==> src/rtl/fdt_pkg.sv <==
package fdt_pkg;

  // APB geometry
  localparam int ADDR_W = 8;
  localparam int DATA_W = 32;

  // Register byte offsets, one aligned word each
  localparam logic [7:0] OFF_CONTROL   = 8'h00;
  localparam logic [7:0] OFF_ARM_KEY   = 8'h04;
  localparam logic [7:0] OFF_CLEAR_KEY = 8'h08;
  localparam logic [7:0] OFF_STATUS    = 8'h0c;
  localparam logic [7:0] OFF_CNT_LOW   = 8'h10;
  localparam logic [7:0] OFF_CNT_HIGH  = 8'h14;
  localparam logic [7:0] OFF_MATCH_LOW = 8'h18;
  localparam logic [7:0] OFF_MATCH_HIGH = 8'h1c;
  localparam logic [7:0] OFF_WIN_LOW   = 8'h20;
  localparam logic [7:0] OFF_WIN_HIGH  = 8'h24;

  // Field positions
  localparam int CTRL_ON_BIT       = 15;
  localparam int ARM_KEY_LSB       = 8;
  localparam int CLEAR_KEY_LSB     = 0;
  localparam int STAT_ARM_ERR_BIT  = 7;
  localparam int STAT_CLR_ERR_BIT  = 6;
  localparam int STAT_EVENT_BIT    = 5;
  localparam int STAT_WIN_OPEN_BIT = 0;

  // Key codes
  localparam logic [7:0] ARM_CODE   = 8'h40;
  localparam logic [7:0] CLEAR_CODE = 8'h08;

  // Reset values
  localparam logic [7:0]  KEY_RESET   = 8'h00;
  localparam logic [31:0] COUNT_RESET = 32'h0000_0000;
  localparam logic [31:0] DATA_RESET  = 32'h0000_0000;

  // One register access as the core logic sees it
  typedef struct packed {
    logic              wr;     // Write completes this edge
    logic [ADDR_W-1:0] addr;   // Byte address
    logic [DATA_W-1:0] wdata;  // Write data
  } fdt_access_t;

  // Fuse configuration bundle
  typedef struct packed {
    logic        enable;  // Fuse enable
    logic [31:0] match;   // Count match value
    logic [31:0] window;  // Clear window interval
  } fdt_fuse_t;

endpackage : fdt_pkg

==> src/rtl/fdt_apb_slave.sv <==
`timescale 1ns/1ps

module fdt_apb_slave
(
  input  wire logic                      clock_i,
  input  wire logic                      reset_n_i,
  input  wire logic                      psel_i,
  input  wire logic                      penable_i,
  input  wire logic                      pwrite_i,
  input  wire logic [fdt_pkg::ADDR_W-1:0] paddr_i,
  input  wire logic [fdt_pkg::DATA_W-1:0] pwdata_i,
  input  wire logic [fdt_pkg::DATA_W-1:0] rdata_i,
  input  wire logic                      hit_i,
  output logic                           pready_o,
  output logic [fdt_pkg::DATA_W-1:0]     prdata_o,
  output logic                           pslverr_o,
  output fdt_pkg::fdt_access_t           access_o
);

  ////////////////////////////////////////////////////////////////////
  // One wait state: answer is registered, so read data is stable

  typedef struct packed {
    logic                      ready;  // Access phase ends
    logic [fdt_pkg::DATA_W-1:0] rdata;  // Captured read data
    logic                      err;    // Unmapped address
  } fdt_slave_state_t;

  fdt_slave_state_t state;       // Registered state
  fdt_slave_state_t next_state;  // Next state

  // Build answer on the first access cycle, drop it after
  always_comb
  begin
    next_state = state;
    if (psel_i && penable_i && !state.ready)
    begin
      next_state.ready = 1'b1;
      next_state.rdata = pwrite_i ? fdt_pkg::DATA_RESET : rdata_i;
      next_state.err   = !hit_i;
    end
    else
    begin
      next_state.ready = 1'b0;
      next_state.err   = 1'b0;
    end
  end

  // State register
  always_ff @(posedge clock_i or negedge reset_n_i)
  begin
    if (!reset_n_i)
      state <= '0;
    else
      state <= next_state;
  end

  ////////////////////////////////////////////////////////////////////
  // Writes land only at the edge where pready is sampled high

  assign access_o.wr    = psel_i && penable_i && pwrite_i &&
                          state.ready && hit_i;
  assign access_o.addr  = paddr_i;
  assign access_o.wdata = pwdata_i;
  assign pready_o       = state.ready;
  assign prdata_o       = state.rdata;
  assign pslverr_o      = state.err;

endmodule : fdt_apb_slave

==> src/rtl/fdt_deadman.sv <==
`timescale 1ns/1ps

module fdt_deadman
(
  input  wire logic                       clock_i,
  input  wire logic                       reset_n_i,
  // APB slave port
  input  wire logic                       psel_i,
  input  wire logic                       penable_i,
  input  wire logic                       pwrite_i,
  input  wire logic [fdt_pkg::ADDR_W-1:0] paddr_i,
  input  wire logic [fdt_pkg::DATA_W-1:0] pwdata_i,
  output logic                            pready_o,
  output logic [fdt_pkg::DATA_W-1:0]      prdata_o,
  output logic                            pslverr_o,
  // Processor side, same clock
  input  wire logic                       fetch_pulse_i,
  // Fuse configuration, static after power-up
  input  wire logic                       fuse_timer_enable_i,
  input  wire logic [31:0]                fuse_match_i,
  input  wire logic [31:0]                fuse_window_i,
  // Results
  output logic                            reset_request_o,
  output logic                            clear_window_open_o
);

  ////////////////////////////////////////////////////////////////////
  // Types and state

  // One packed struct carries every flop of this module, so the
  // reset branch and the update live in one process each and no
  // field can be left out of the update.
  // The counter dominates the area; keys and flags are a few bits.
  // The software enable sits here too, since it is a plain flop.
  //
  // Everything this module remembers
  typedef struct packed {
    logic        sw_on;           // Software enable bit
    logic [7:0]  arm_key;         // Arm key field
    logic [7:0]  clear_key;       // Clear key field
    logic        arm_key_error;   // Bad arm write seen
    logic        clear_key_error; // Bad clear write seen
    logic        timeout_event;   // Timeout event flag
    logic        window_open;     // Clear window open
    logic [31:0] count;           // Fetch counter
    logic        reset_request;   // Request to reset logic
  } fdt_state_t;

  fdt_state_t state;       // Registered state
  fdt_state_t next_state;  // Next state

  fdt_pkg::fdt_access_t acc;    // Completed access from the bus
  fdt_pkg::fdt_fuse_t   fuse;   // Fuse bundle
  logic [31:0]          rdata;  // Read mux result
  logic                 hit;    // Address is mapped
  logic                 run;    // Timer is enabled

  ////////////////////////////////////////////////////////////////////
  // Bus slave

  // The slave answers with one wait state. Registering the answer
  // costs a cycle per access but keeps prdata_o and pready_o
  // straight from flops, with no path from the address to a pin.
  // Writes land only at the completing edge, so a master that
  // stalls in the access phase cannot write twice.
  //
  // Handshake lives in its own module; it only returns strobes
  fdt_apb_slave u_slave
  (
    .clock_i   (clock_i),
    .reset_n_i (reset_n_i),
    .psel_i    (psel_i),
    .penable_i (penable_i),
    .pwrite_i  (pwrite_i),
    .paddr_i   (paddr_i),
    .pwdata_i  (pwdata_i),
    .rdata_i   (rdata),
    .hit_i     (hit),
    .pready_o  (pready_o),
    .prdata_o  (prdata_o),
    .pslverr_o (pslverr_o),
    .access_o  (acc)
  );

  // Limitation: the fuse values are taken as static after power-up.
  // A change while counting moves the match and window points at
  // once, and the mirrors follow the live inputs, not a snapshot.
  // Fuse logic runs on this clock, so no synchroniser is needed.
  //
  // Fuses come from logic on this clock, no synchroniser needed
  assign fuse.enable = fuse_timer_enable_i;
  assign fuse.match  = fuse_match_i;
  assign fuse.window = fuse_window_i;

  ////////////////////////////////////////////////////////////////////
  // Enable selection

  // A plain OR is enough: with the fuse enable set the software
  // bit cannot stop the timer, and with it clear the software bit
  // alone decides. Software can therefore never switch off a timer
  // that the fuses turned on.
  //
  // Fuse enable overrides; software bit only matters without it
  assign run = fuse.enable || state.sw_on;

  ////////////////////////////////////////////////////////////////////
  // Read decode

  // Decode runs on the raw address in the setup and access phases;
  // the slave captures the word on the first access cycle.
  // Hazard: the counter halves are read in two transfers with no
  // hold latch, so a carry between the two reads can make the pair
  // look torn. Software that needs both halves should read high,
  // low, then high again and retry if the high half moved.
  // Traded for a smaller block with no extra register.
  //
  // Every mapped word; unused bits fall out as zero
  always_comb
  begin
    rdata = fdt_pkg::DATA_RESET;
    hit   = 1'b1;
    case (paddr_i)
      fdt_pkg::OFF_CONTROL:
      begin
        // Control: only the enable bit exists
        rdata[fdt_pkg::CTRL_ON_BIT] = state.sw_on;
      end
      fdt_pkg::OFF_ARM_KEY:
      begin
        // Arm key sits in the upper byte
        rdata[fdt_pkg::ARM_KEY_LSB +: 8] = state.arm_key;
      end
      fdt_pkg::OFF_CLEAR_KEY:
      begin
        // Clear key in the low byte, upper byte zero
        rdata[fdt_pkg::CLEAR_KEY_LSB +: 8] = state.clear_key;
      end
      fdt_pkg::OFF_STATUS:
      begin
        // Flags only; bits 15:8 and 4:1 stay zero
        rdata[fdt_pkg::STAT_ARM_ERR_BIT] =
          state.arm_key_error;
        rdata[fdt_pkg::STAT_CLR_ERR_BIT] =
          state.clear_key_error;
        rdata[fdt_pkg::STAT_EVENT_BIT] =
          state.timeout_event;
        rdata[fdt_pkg::STAT_WIN_OPEN_BIT] =
          state.window_open;
      end
      fdt_pkg::OFF_CNT_LOW:
      begin
        // Live counter, low half
        rdata[15:0] = state.count[15:0];
      end
      fdt_pkg::OFF_CNT_HIGH:
      begin
        // Live counter, high half
        rdata[15:0] = state.count[31:16];
      end
      fdt_pkg::OFF_MATCH_LOW:
      begin
        // Mirror of the fuse match, low half
        rdata[15:0] = fuse.match[15:0];
      end
      fdt_pkg::OFF_MATCH_HIGH:
      begin
        // Mirror of the fuse match, high half
        rdata[15:0] = fuse.match[31:16];
      end
      fdt_pkg::OFF_WIN_LOW:
      begin
        // Mirror of the fuse window, low half
        rdata[15:0] = fuse.window[15:0];
      end
      fdt_pkg::OFF_WIN_HIGH:
      begin
        // Mirror of the fuse window, high half
        rdata[15:0] = fuse.window[31:16];
      end
      default:
      begin
        // Unmapped: zero data and an error answer
        hit = 1'b0;
      end
    endcase
  end

  ////////////////////////////////////////////////////////////////////
  // Next-state logic

  // Priority, lowest first:
  //   counting, then the match check on the new count,
  //   then software writes, which may restart the count,
  //   then the window and the request, both from the final values.
  // A valid clear therefore beats a fetch in the same cycle, and
  // the window drops on the very edge that the clear lands.
  // Bad key writes raise the event even with the timer off; a
  // stray write from runaway code is exactly what must be caught.
  // The clear is not gated by the window, so software may restart
  // the count at any time with the right two-step sequence.
  // The flags have no clear path here at all; only reset ends them.
  //
  // Key writes, counting and flags in one place so priority is clear
  always_comb
  begin
    next_state = state;

    // Counting: one step per fetch, stopping at the match value.
    // A sleeping core sends no fetch pulses, so time freezes too.
    if (run && fetch_pulse_i && (state.count != fuse.match))
    begin
      next_state.count = state.count + 32'h0000_0001;
    end

    // Counter reaching the match value is a timeout
    if (run && (next_state.count == fuse.match))
    begin
      next_state.timeout_event = 1'b1;
    end

    // Software writes
    if (acc.wr)
    begin
      case (acc.addr)
        fdt_pkg::OFF_CONTROL:
        begin
          // Software enable bit
          next_state.sw_on = acc.wdata[fdt_pkg::CTRL_ON_BIT];
        end
        fdt_pkg::OFF_ARM_KEY:
        begin
          // Any value is stored; only the arm code is good
          next_state.arm_key =
            acc.wdata[fdt_pkg::ARM_KEY_LSB +: 8];
          if (acc.wdata[fdt_pkg::ARM_KEY_LSB +: 8] != fdt_pkg::ARM_CODE)
          begin
            // Bad arm value: flag it, counts as a timeout too
            next_state.arm_key_error = 1'b1;
            next_state.timeout_event = 1'b1;
          end
        end
        fdt_pkg::OFF_CLEAR_KEY:
        begin
          if ((acc.wdata[fdt_pkg::CLEAR_KEY_LSB +: 8] ==
               fdt_pkg::CLEAR_CODE) &&
              (state.arm_key == fdt_pkg::ARM_CODE))
          begin
            // Good sequence: restart; clear beats a same-cycle fetch
            next_state.arm_key   = fdt_pkg::KEY_RESET;
            next_state.clear_key = fdt_pkg::KEY_RESET;
            next_state.count     = fdt_pkg::COUNT_RESET;
          end
          else
          begin
            // Wrong pattern or out of order: keep arm, take value
            next_state.clear_key =
              acc.wdata[fdt_pkg::CLEAR_KEY_LSB +: 8];
            next_state.clear_key_error = 1'b1;
            next_state.timeout_event   = 1'b1;
          end
        end
        default:
        begin
          // Status, counter and mirrors ignore writes
          next_state.sw_on = state.sw_on;
        end
      endcase
    end

    // Window tracks the counter, so it drops as soon as it restarts
    next_state.window_open =
      (next_state.count >= fuse.window);

    // Reset request follows the event flag; the flag only clears
    // when the reset it caused comes back around
    next_state.reset_request = next_state.timeout_event;
  end

  ////////////////////////////////////////////////////////////////////
  // State register

  // The reset branch assigns constants only, so the asynchronous
  // path never depends on other flops or on the bus.
  // Reset is expected from the processor reset logic, which this
  // block itself asks for; the loop closes outside this module.
  //
  // The timer reset event is the module reset; it empties keys
  // and flags, and nothing else can clear the flags
  always_ff @(posedge clock_i or negedge reset_n_i)
  begin
    if (!reset_n_i)
    begin
      state.sw_on           <= 1'b0;
      state.arm_key         <= fdt_pkg::KEY_RESET;
      state.clear_key       <= fdt_pkg::KEY_RESET;
      state.arm_key_error   <= 1'b0;
      state.clear_key_error <= 1'b0;
      state.timeout_event   <= 1'b0;
      state.window_open     <= 1'b0;
      state.count           <= fdt_pkg::COUNT_RESET;
      state.reset_request   <= 1'b0;
    end
    else
    begin
      state <= next_state;
    end
  end

  ////////////////////////////////////////////////////////////////////
  // Both results are levels: the request stays high until reset,
  // so the reset logic may sample it at its own pace.
  // Outputs, straight from flip-flops

  assign reset_request_o     = state.reset_request;
  assign clear_window_open_o = state.window_open;

endmodule : fdt_deadman

==> config.mk <==
export PLATFORM = sky130hd
export DESIGN_NAME = fdt_deadman
export DESIGN_NICKNAME = d
export VERILOG_FILES = /design/src/rtl/fdt_pkg.sv /design/src/rtl/fdt_apb_slave.sv /design/src/rtl/fdt_deadman.sv
export SDC_FILE = /design/constraint.sdc
export NUM_CORES = 1
export LEC_CHECK = 0
export BUFFER_PORTS_ARGS = -buffer_cell sky130_fd_sc_hd__buf_2
export CORE_MARGIN = 2
export CORE_UTILIZATION = 51
export CTS_BUF_LIST = sky130_fd_sc_hd__clkbuf_8
export CTS_CLUSTER_DIAMETER = 100
export DETAILED_ROUTE_END_ITERATION = 7
export PLACE_DENSITY = 0.78
export SETUP_SLACK_MARGIN = 0.4
export SLEW_MARGIN = 20
export SYNTH_ARGS = -nofsm -noshare
export SYNTH_HDL_FRONTEND = slang
export SYNTH_SLANG_ARGS = --single-unit
==> constraint.sdc <==
create_clock -name clock_i -period 3.9 [get_ports clock_i]
set_clock_uncertainty 0.15 [all_clocks]
set_input_delay 0.585 -clock clock_i [delete_from_list [all_inputs] [get_ports clock_i]]
set_output_delay 0.585 -clock clock_i [all_outputs]
set_load 0.1 [all_outputs]
==> results of run 1 <==
==> layout make-up <==
| cell class | count | share of cell area [%] |
|---|---|---|
| sequential | 71 | 21.2 |
| clock inverter | 7 | 0.955 |
| timing repair buffer | 302 | 23.7 |
| tap | 143 | 2.13 |
| clock buffer | 9 | 1.48 |
| inverter | 52 | 2.33 |
| multi-input combinational | 559 | 48.2 |
==> synth_stat cells (all sizes together), types with 5 or more instances <==
| master | count | area share (%) |
|---|---|---|
| clkbuf | 29 | 1.8 |
| nor2b | 6 | 0.62 |
| and2 | 8 | 0.83 |
| buf | 25 | 3.1 |
| nand4 | 25 | 2.6 |
| xnor2 | 44 | 6.5 |
| nand2 | 42 | 2.6 |
| or3 | 5 | 0.52 |
| a21o | 25 | 3.1 |
| dfrtp | 71 | 29 |
| nor2 | 74 | 4.6 |
| a221oi | 9 | 1.3 |
| mux2 | 11 | 2.0 |
| xor2 | 29 | 4.2 |
| nand3 | 30 | 2.5 |
| nand2b | 10 | 1.0 |
| a22o | 11 | 1.6 |
| nand3b | 5 | 0.62 |
| a22oi | 6 | 0.74 |
| a31oi | 5 | 0.52 |
| inv | 52 | 3.2 |
| o21ai | 24 | 2.0 |
| and3 | 5 | 0.52 |
| or4 | 6 | 0.81 |
| a222oi | 23 | 3.8 |
| nor3 | 13 | 1.2 |
| nor4 | 13 | 1.8 |
| a21oi | 30 | 2.6 |
| a211oi | 5 | 0.62 |
| ha | 33 | 6.8 |
==> worst max path at each step <==
stage                                     end  slack (ps)  depth (start not counted)             start
final                     clear_window_open_o        -250                         18         state[23]
after global routing      clear_window_open_o        -350                         18         state[14]
after CTS                 clear_window_open_o        -100                         17          state[9]
after detailed placement  clear_window_open_o        -640                         18  fuse_match_i[13]
after global placement    clear_window_open_o        -660                         18   fuse_match_i[4]
after floorplan           clear_window_open_o        -270                         18  fuse_match_i[13]
==> stage by stage <==
| step | std cells | total power [mW] |
|---|---|---|
| finish | 1143 | 2.28 |
| global placement | 1117 | 1.59 |
| global route | 1143 | 2.34 |
| floorplan | 736 | 1.23 |
| CTS | 1139 | 2.24 |
| detailed placement | 1117 | 1.60 |
==> worst max-delay path, cell delays in order, from the launching register on <==
cell and delay (ps):
dfrtp_1 400, xor2_1 180, or4_4 550, nor4_4 320, buf_4 200, buf_4 110, a21o_1 130, buf_6 150
nor2_2 60, buf_4 150, and3_4 190, xnor2_2 150, nor2_1 90, ha_1 330, nand4_1 170, nor4_4 380
a21oi_2 120, o311ai_2 110, a31o_2 160
==> routing by layer <==
layer  wire [um]  up-vias  track usage (%)
li1            -     3153                -
met1       10200     3421             55.5
met2       12000      568             65.0
met3        3300       87             9.43
met4        1170        0             17.4
met5           0        -                0
==> kinds of logic after synthesis <==
group,count (synthesis),share of synthesized area [%]
xor+xnor,73,10.7
simple gates,257,22.2
fa+ha+maj,33,6.82
other cells,1,0.0619
mux,15,2.71
buf+inv,106,8.12
flops,71,29.3
compound gates,165,20.1
==> power by group through the flow <==
stage                     combinational, mW  sequential (mW)  clock, mW
final                                 0.823            0.808      0.646
after global routing                  0.865            0.808      0.671
after CTS                             0.791            0.804      0.650
after detailed placement              0.778            0.818          0
after global placement                0.770            0.817          0
after floorplan                       0.415            0.817          0
==> state kept, by name (all words and copies together) (netlist names) <==
name and count:
state 51, u_slave.prdata_o 16, clear_window_open_o 1, reset_request_o 1
u_slave.pready_o 1, u_slave.pslverr_o 1
==> repair_timing <==
action,CTS,global route
buffers inserted,6,4
endpoints found under the setup margin,2,2
pin swaps,8,14
resized for setup,18,19
==> out/results.txt, run 1 <==
Post-route setup TNS: -375 ps
CTS tree: done
Failing checks: design-rule violations, negative setup slack
Internal power: 1.42 mW
Worst flop-to-flop path startpoint: state[23]
Cells after synthesis: 721
Inserted Clock Buffers: 9
Max IR drop VDD: 246 uV
Reg2Reg Depth: 18
Tot GR Track Use: 41.4%
# H-tree levels: 3
Area after DPL: 7940 sq um
Reg2reg setup slack: -250 ps
Rows: 39
Worst hold slack: 274 ps
DPL Wire Length: 21300 um
Fmax: 0.241 GHz
Clock Power Share: 28.4%
Most frequent cells in the layout: 186 x buf_4, 114 x buf_2, 71 x nor2_1, 71 x dfrtp_1, 52 x inv_1
Layout cells sized above 1: 37.5%
Setup WS pre-CTS: -645 ps
Antenna violations before repair: 0
Die area: 12800 sq um
Die height: 113 um
Slew @ Worst Pin: 984 ps
Final Cell Area: 8390 sq um
P&R area growth vs syn: 38.5%
Sequential power share: 35.5%
1st-iter DRT viols: 1234
Post-layout util: 72.8%
Most common cell after layout, fill and taps aside: buf_4
Final period util: 106%
Startpoint types: register
Part of the power in combinational logic: 36.2%
Worst Setup Path Type: reg -> reg
Largest net degree at the start of global routing: 72
Grt ovf: 0
Filler cells: 887
Drt pass-1 iters: 8
Storage element area: 1780 sq um
Worst EP arrival: 4320 ps
Finish-stage setup viols: 2
Async S/R FF share, synth: 100%
Number of remaining DRC errors: 9
Initial Utilization: 52.6%
Sw Share: 37.7%
Routability congestion estimate: 1.07
Worst Path Required: 4070 ps
Worst-path clk slew: 90 ps
Root Buffer: clkbuf_8
Footprint of the multi-input gates: 4040 sq um
DRT antenna net count: 0
Hold buffers post-CTS: 0
Worst-skew pair later-pin latency: 380 ps
RR Endpoint: clear_window_open_o
Fin. Hold Viols: 0
Min-Delay Path Class: in -> async
Outcome: finished with violations
Wire per inst: 23.3 um
Syn. warnings: 0
MaxCap Viol Count: 0
Number of port buffers: 114
First-pass GRT wire length: 39800 um
Yosys cell types: 70
Crit end category: register
Synthesized cell area: 6060 sq um
Rel. slew slack: 34.4%
Ant. Diodes: 0
Top Ports: 147
Drt total wl: 26600 um
Via-to-Cell Ratio: 6.32
Switching pwr: 0.859 mW
Seq cells post-synth: 71
Critical Path Fanout Max: 7
CTS Buffer Depth: 2
Unrepaired setup endpoints after global routing: yes
Setup ws final: -252 ps
Die W: 113 um
Via count: 7229
Max-slew violations: 0
Seq/Total Area, Yosys: 29.3%
Power Dens Cells: 271 nW/um^2
Average cell area after synthesis: 8.40 sq um
NumNets Final: 1139
Post-synth EDFFs: 0
Vias in the first global route: 7135
Min Clock Period, post-route: 4150 ps
Most used DFF post-synth: dfrtp_1
CTS Sinks: 71
Leakage: 4.30 nW
Core area: 11500 sq um
Power figures use the tool's default switching activity.
==> run 2, diff against run 1 <==
--- a/config.mk
+++ b/config.mk
@@ -12,7 +12,6 @@
 export CTS_CLUSTER_DIAMETER = 100
 export DETAILED_ROUTE_END_ITERATION = 7
 export PLACE_DENSITY = 0.78
-export SETUP_SLACK_MARGIN = 0.4
 export SLEW_MARGIN = 20
 export SYNTH_ARGS = -nofsm -noshare
 export SYNTH_HDL_FRONTEND = slang
==> run 2 against run 1 <==
  * The run still ends with design-rule violations, negative setup slack left
  * Count of clock-buffer cells in the layout unchanged
  * Worst setup slack improved by 190 ps
  * First-iteration DRC count decreased by 5.4%
  * Cell area decreased by 0.12%
  * Final cell count about the same
  * Wire length increased by 1.8%
  * Global-route usage increased by 1.6 points
  * Clock power decreased by 2%
  * Critical endpoint unchanged
==> out/results.txt, run 2 (same netlist as run 1, synthesis figures left out) <==
Fin. Hold Viols: 0 (unchanged)
Setup ws final: -61.6 ps (+190 ps)
Switching pwr: 0.902 mW (+5.0%)
Post-route setup TNS: -61.6 ps (+313 ps)
Worst Path Required: 4040 ps (-30 ps)
Initial Utilization: 52.6% (unchanged)
Grt ovf: 0 (unchanged)
Antenna violations before repair: 0 (unchanged)
Hold buffers post-CTS: 0 (unchanged)
Number of remaining DRC errors: 10 (+1)
Reg with most FFs: state
Drt total wl: 27100 um (+1.8%)
Worst Setup Path Type: reg -> reg
Via count: 7245 (+0.22%)
Power Dens Cells: 272 nW/um^2 (+0.34%)
MaxCap Viol Count: 0 (unchanged)
Worst-path clk slew: 110 ps (+20 ps)
Wire per inst: 23.7 um (+1.9%)
Crit end category: register
Clock Power Share: 27.8% (-0.6 points)
Leakage: 4.29 nW (-0.15%)
Rows: 39 (unchanged)
Largest net degree at the start of global routing: 72 (unchanged)
Final period util: 102% (-4.9 points)
Rel. slew slack: 32.7% (-1.7 points)
Outcome: finished with violations
Vias in the first global route: 7235 (+1.4%)
Total power: 2.28 mW (+0.22%)
RR Endpoint: clear_window_open_o
Startpoint types: register
Filler cells: 925 (+4.3%)
Root Buffer: clkbuf_8
Drt pass-1 iters: 8 (unchanged)
Most common cell after layout, fill and taps aside: buf_4
# H-tree levels: 3 (unchanged)
Unrepaired setup endpoints after global routing: yes
Failing checks: design-rule violations, negative setup slack
Storage element area: 1780 sq um (unchanged)
Sw Share: 39.5% (+1.8 points)
Inserted Clock Buffers: 9 (unchanged)
DPL Wire Length: 21400 um (+0.44%)
Worst-skew pair later-pin latency: 400 ps (+20 ps)
CTS tree: done
Die area: 12800 sq um (unchanged)
Core area: 11500 sq um (unchanged)
Max IR drop VDD: 315 uV (+28%)
Number of port buffers: 114 (unchanged)
Slew @ Worst Pin: 1010 ps (+25.5 ps)
Reg2Reg Depth: 18 (unchanged)
Capture point of the critical path: clear_window_open_o
Worst hold slack: 254 ps (-20.0 ps)
Largest register FFs: 51 (unchanged)
Worst EP arrival: 4100 ps (-220 ps)
Reg2reg setup slack: -60 ps (+190 ps)
CTS Buffer Depth: 2 (unchanged)
Ant. Diodes: 0 (unchanged)
Worst flop-to-flop path startpoint: state[5]
Internal power: 1.38 mW (-2.7%)
Finish-stage setup viols: 1 (-1)
1st-iter DRT viols: 1167 (-5.4%)
Worst Setup SP: state[5]
Critical Path Fanout Max: 2 (-5)
Die W: 113 um (unchanged)
Layout cells sized above 1: 37.3% (-0.16 points)
Routability congestion estimate: 1.12 (+4.9%)
Die height: 113 um (unchanged)
Tot GR Track Use: 43.0% (+1.6 points)
Min Clock Period, post-route: 3960 ps (-190 ps)
Footprint of the multi-input gates: 4040 sq um (about the same)
Min-Delay Path Class: in -> async
Fmax: 0.252 GHz (+4.8%)
Max-slew violations: 0 (unchanged)
Via-to-Cell Ratio: 6.34 (+0.31%)
Part of the power in combinational logic: 36.9% (+0.7 points)
NumNets Final: 1138 (-0.088%)
Sequential power share: 35.3% (-0.2 points)
First-pass GRT wire length: 41200 um (+3.4%)
Most frequent cells in the layout: 182 x buf_4, 114 x buf_2, 72 x nor2_1
DRT antenna net count: 0 (unchanged)
Top Ports: 147 (unchanged)
CTS Sinks: 71 (unchanged)
P&R area growth vs syn: 38.3%
-- run 2: cell types whose count changed in the layout (fill, tap and decap cells not counted), sizes merged --
cell,delta
bufinv,-1
buf,-1
clkinv,-1
clkinvlp,-1
inv,+3
-- run 2: through the flow --
step	instances	worst slack, ps	utilization (%)	instance area, sq um
after floorplan	736	-266	-	6160
after global placement	1117	-525	68.9	7940
after detailed placement	1117	-523	68.9	7940
after CTS	1139	-32.9	71.8	8270
after global routing	1142	-182	72.8	8380
final	1142	-61.6	72.8	8380
-- run 2: final cells by class --
class                           instances  share of cell area (%)
Clock inverter                          7                   0.821
Sequential cell                        71                    21.2
Multi-Input combinational cell        559                    48.2
Timing Repair Buffer                  301                    23.8
Clock buffer                            9                    1.48
Tap cell                              143                    2.14
Inverter                               52                    2.33
-- run 2: worst max-delay path: stages (launching register included) --
cell and delay, ps:
dfrtp_1 460, xor2_2 200, or4_4 460, nor4_4 150, buf_4 160, a21oi_2 80
xnor2_2 170, or2_4 270, ha_4 210, nand2b_4 130, a21o_1 140, a21o_1 140
a21o_1 150, a21o_1 150, a21o_1 150, a21o_1 170, a21oi_2 160, o21ai_1 100
a31o_2 240
-- run 2: repair_timing --
item	CTS	global route
gates resized for setup	20	22
buffers inserted	6	2
gates cloned	0	1
pin swaps	4	6
endpoints found under the setup margin	2	2
-- run 2: power by group through the flow --
stage | registers [mW] | logic [mW] | clock network, mW
2_1_floorplan | 0.817 | 0.415 | 0
3_3_place_gp | 0.814 | 0.782 | 0
3_5_place_dp | 0.814 | 0.794 | 0
4_1_cts | 0.804 | 0.806 | 0.639
5_1_grt | 0.807 | 0.893 | 0.665
6_report | 0.806 | 0.841 | 0.634
-- run 2: worst min-delay path by stage --
stage | start | end | depth (start not counted)
after floorplan | reset_n_i | clear_window_open_o | 0
after global placement | state[35] | state[35] | 1
after detailed placement | u_slave.prdata_o[7] | u_slave.prdata_o[7] | 1
after CTS | pwdata_i[11] | state[48] | 3
after global routing | pwdata_i[11] | state[48] | 3
final | reset_n_i | state[4] | 2
-- run 2: layer usage --
layer / vias to the layer above / part of all wire (%) / GRT usage, % / routed length [um]
met3: 121 / 14 / 12.7 / 3680
li1: 3155 / - / - / -
met5: - / 0 / 0 / 0
met4: 0 / 5.2 / 19.4 / 1420
met1: 3404 / 38 / 57.3 / 10300
met2: 565 / 43 / 64.9 / 11600
==> run 3, diff against run 2 <==
--- a/config.mk
+++ b/config.mk
@@ -11,6 +11,7 @@
 export CTS_BUF_LIST = sky130_fd_sc_hd__clkbuf_8
 export CTS_CLUSTER_DIAMETER = 100
 export DETAILED_ROUTE_END_ITERATION = 7
+export GPL_TIMING_DRIVEN = 0
 export PLACE_DENSITY = 0.78
 export SLEW_MARGIN = 20
 export SYNTH_ARGS = -nofsm -noshare
==> run 3 against run 2 <==
  * The flow still finishes with violations (design-rule violations, negative setup slack)
  * Worst setup slack got worse by 200 ps
  * Largest cell class unchanged
  * Count of clock-buffer cells in the layout grew 1
  * Sequential power rose by 3.1%
  * Critical path depth grew 2
  * Combinational power shrank 16%
  * Global-route usage is 6.1 points lower
  * Total power is 6.6% lower
  * Via count shrank 8.4%
  * Utilization decreased by 6.2 points
  * Clock power is 5.8% lower
  * First-iteration DRC count decreased by 13%
==> out/results.txt, run 3 (same netlist as run 1, synthesis figures left out) <==
Outcome: finished with violations
Failing checks: design-rule violations, negative setup slack
Hold path start: pwdata_i[12]
DRT antenna net count: 0 (unchanged)
Via-to-Cell Ratio: 6.47 (+1.9%)
Rows: 39 (unchanged)
Core area: 11500 sq um (unchanged)
Layout cells sized above 1: 30.4% (-7.0 points)
# H-tree levels: 3 (unchanged)
Die height: 113 um (unchanged)
First-pass GRT wire length: 35500 um (-14%)
Number of port buffers: 113 (-0.88%)
Number of remaining DRC errors: 9 (-1)
Drt pass-1 iters: 8 (unchanged)
Max IR drop VDD: 300 uV (-4.9%)
CTS Buffer Depth: 2 (unchanged)
Worst-path clk slew: 90 ps (-20 ps)
Initial Utilization: 52.6% (unchanged)
Fmax: 0.240 GHz (-4.7%)
Fin. Hold Viols: 0 (unchanged)
Largest register FFs: 51 (unchanged)
Critical Path Fanout Max: 7 (+5)
Unrepaired setup endpoints after global routing: yes
CTS tree: done
Endpoint, Worst Hold: state[49]
Max-slew violations: 0 (unchanged)
Inserted Clock Buffers: 9 (unchanged)
Setup ws final: -259 ps (-197 ps)
Rel. slew slack: 37.3% (+4.6 points)
DPL Wire Length: 17900 um (-16%)
Power Dens Cells: 278 nW/um^2 (+2.1%)
Post-route setup TNS: -259 ps (-197 ps)
Worst Path Required: 4040 ps (about the same)
Reg2reg setup slack: -260 ps (-200 ps)
Worst EP arrival: 4300 ps (+200 ps)
Slew @ Worst Pin: 937 ps (-72.5 ps)
Worst flop-to-flop path startpoint: state[5]
Final period util: 107% (+5.0 points)
1st-iter DRT viols: 1016 (-13%)
Grt ovf: 0 (unchanged)
Finish-stage setup viols: 1 (unchanged)
Routability congestion estimate: 1.07 (-4.3%)
Reg with most FFs: state
Worst hold slack: 272 ps (+18.7 ps)
P&R area growth vs syn: 26.4%
Hold Crit Depth: 3
Total power: 2.13 mW (-6.6%)
Startpoint types: register
Wire per inst: 22.9 um (-3.6%)
Min-Delay Path Class: in -> reg
Most common cell after layout, fill and taps aside: buf_2
Die W: 113 um (unchanged)
MaxCap Viol Count: 0 (unchanged)
Reg2Reg Depth: 20 (+2)
Leakage: 3.79 nW (-12%)
Die area: 12800 sq um (unchanged)
Worst Setup Path Type: reg -> reg
Ant. Diodes: 0 (unchanged)
Tot GR Track Use: 36.9% (-6.1 points)
Antenna violations before repair: 0 (unchanged)
Min Clock Period, post-route: 4160 ps (+197 ps)
Worst-skew pair later-pin latency: 400 ps (about the same)
Largest net degree at the start of global routing: 43 (-40%)
CTS Sinks: 71 (unchanged)
NumNets Final: 1022 (-10%)
Top Ports: 147 (unchanged)
Crit end category: register
Most frequent cells in the layout: 115 x buf_2, 72 x nor2_1, 60 x dfrtp_1
Drt total wl: 23500 um (-13%)
Vias in the first global route: 6402 (-12%)
Via count: 6635 (-8.4%)
Root Buffer: clkbuf_8
RR Endpoint: clear_window_open_o
[run 3: per-stage QoR]
step           instance area [sq um]  std cells  util, %  setup WS, ps
2_1_floorplan                   6160        736        -          -266
3_3_place_gp                    6900        992     59.9         -1060
3_5_place_dp                    6930        993     60.2         -1070
4_1_cts                         7410       1026     64.4          -335
5_1_grt                         7660       1026     66.5          -361
6_report                        7660       1026     66.5          -259
[run 3: metal layers]
metal / up-vias / wire, um / global-route usage [%]
met5: - / 0 / 0
met4: 0 / 1170 / 15.2
met3: 98 / 3160 / 12.1
met2: 491 / 10300 / 58.0
met1: 3118 / 8800 / 47.1
li1: 2928 / - / -
[run 3: worst max-delay path by stage]
stage	to	slack, ps	depth (start not counted)	from
after floorplan	clear_window_open_o	-270	18	fuse_match_i[13]
after global placement	clear_window_open_o	-1060	19	fuse_match_i[23]
after detailed placement	clear_window_open_o	-1070	18	paddr_i[1]
after CTS	clear_window_open_o	-330	18	state[23]
after global routing	clear_window_open_o	-360	19	state[30]
final	clear_window_open_o	-260	20	state[5]
[run 3: critical path: stages, from the launching register on]
cell,delay [ps]
dfrtp_1,380
buf_6,140
xor2_2,170
or4_4,450
nor4_4,170
buf_4,170
a21oi_2,80
clkbuf_8,190
xnor2_2,140
or2_4,260
ha_4,210
nand2b_4,130
a21o_1,150
a21o_1,140
a21o_1,140
a21o_1,160
a21o_1,160
a21o_1,180
a21oi_2,160
o21ai_2,80
a31o_2,240
[run 3: repair_timing]
action / 4_1_cts / 5_1_grt
gates resized for setup: 35 / 41
endpoints found under the setup margin: 2 / 2
setup buffers: 20 / 8
pin swaps: 16 / 19
hold buffers: 1 / 0
hold endpoints to repair: 29 / 0
[run 3: where the power goes]
group	total (mW)	leakage, nW	switching [mW]	internal (mW)
clock network	0.597	0.0939	0.340	0.257
registers	0.831	0.917	0.0643	0.767
logic	0.703	2.78	0.407	0.296
total	2.13	3.79	0.811	1.32
[run 3: layout make-up]
cell class | instances | area [sq um]
Buffer | 42 | 273
Fill cell | 1037 | 3860
Inverter | 52 | 195
Clock inverter | 6 | 51.3
Timing Repair Buffer | 143 | 812
Tap cell | 143 | 179
Multi-Input combinational cell | 559 | 4220
Clock buffer | 10 | 138
Sequential cell | 71 | 1790
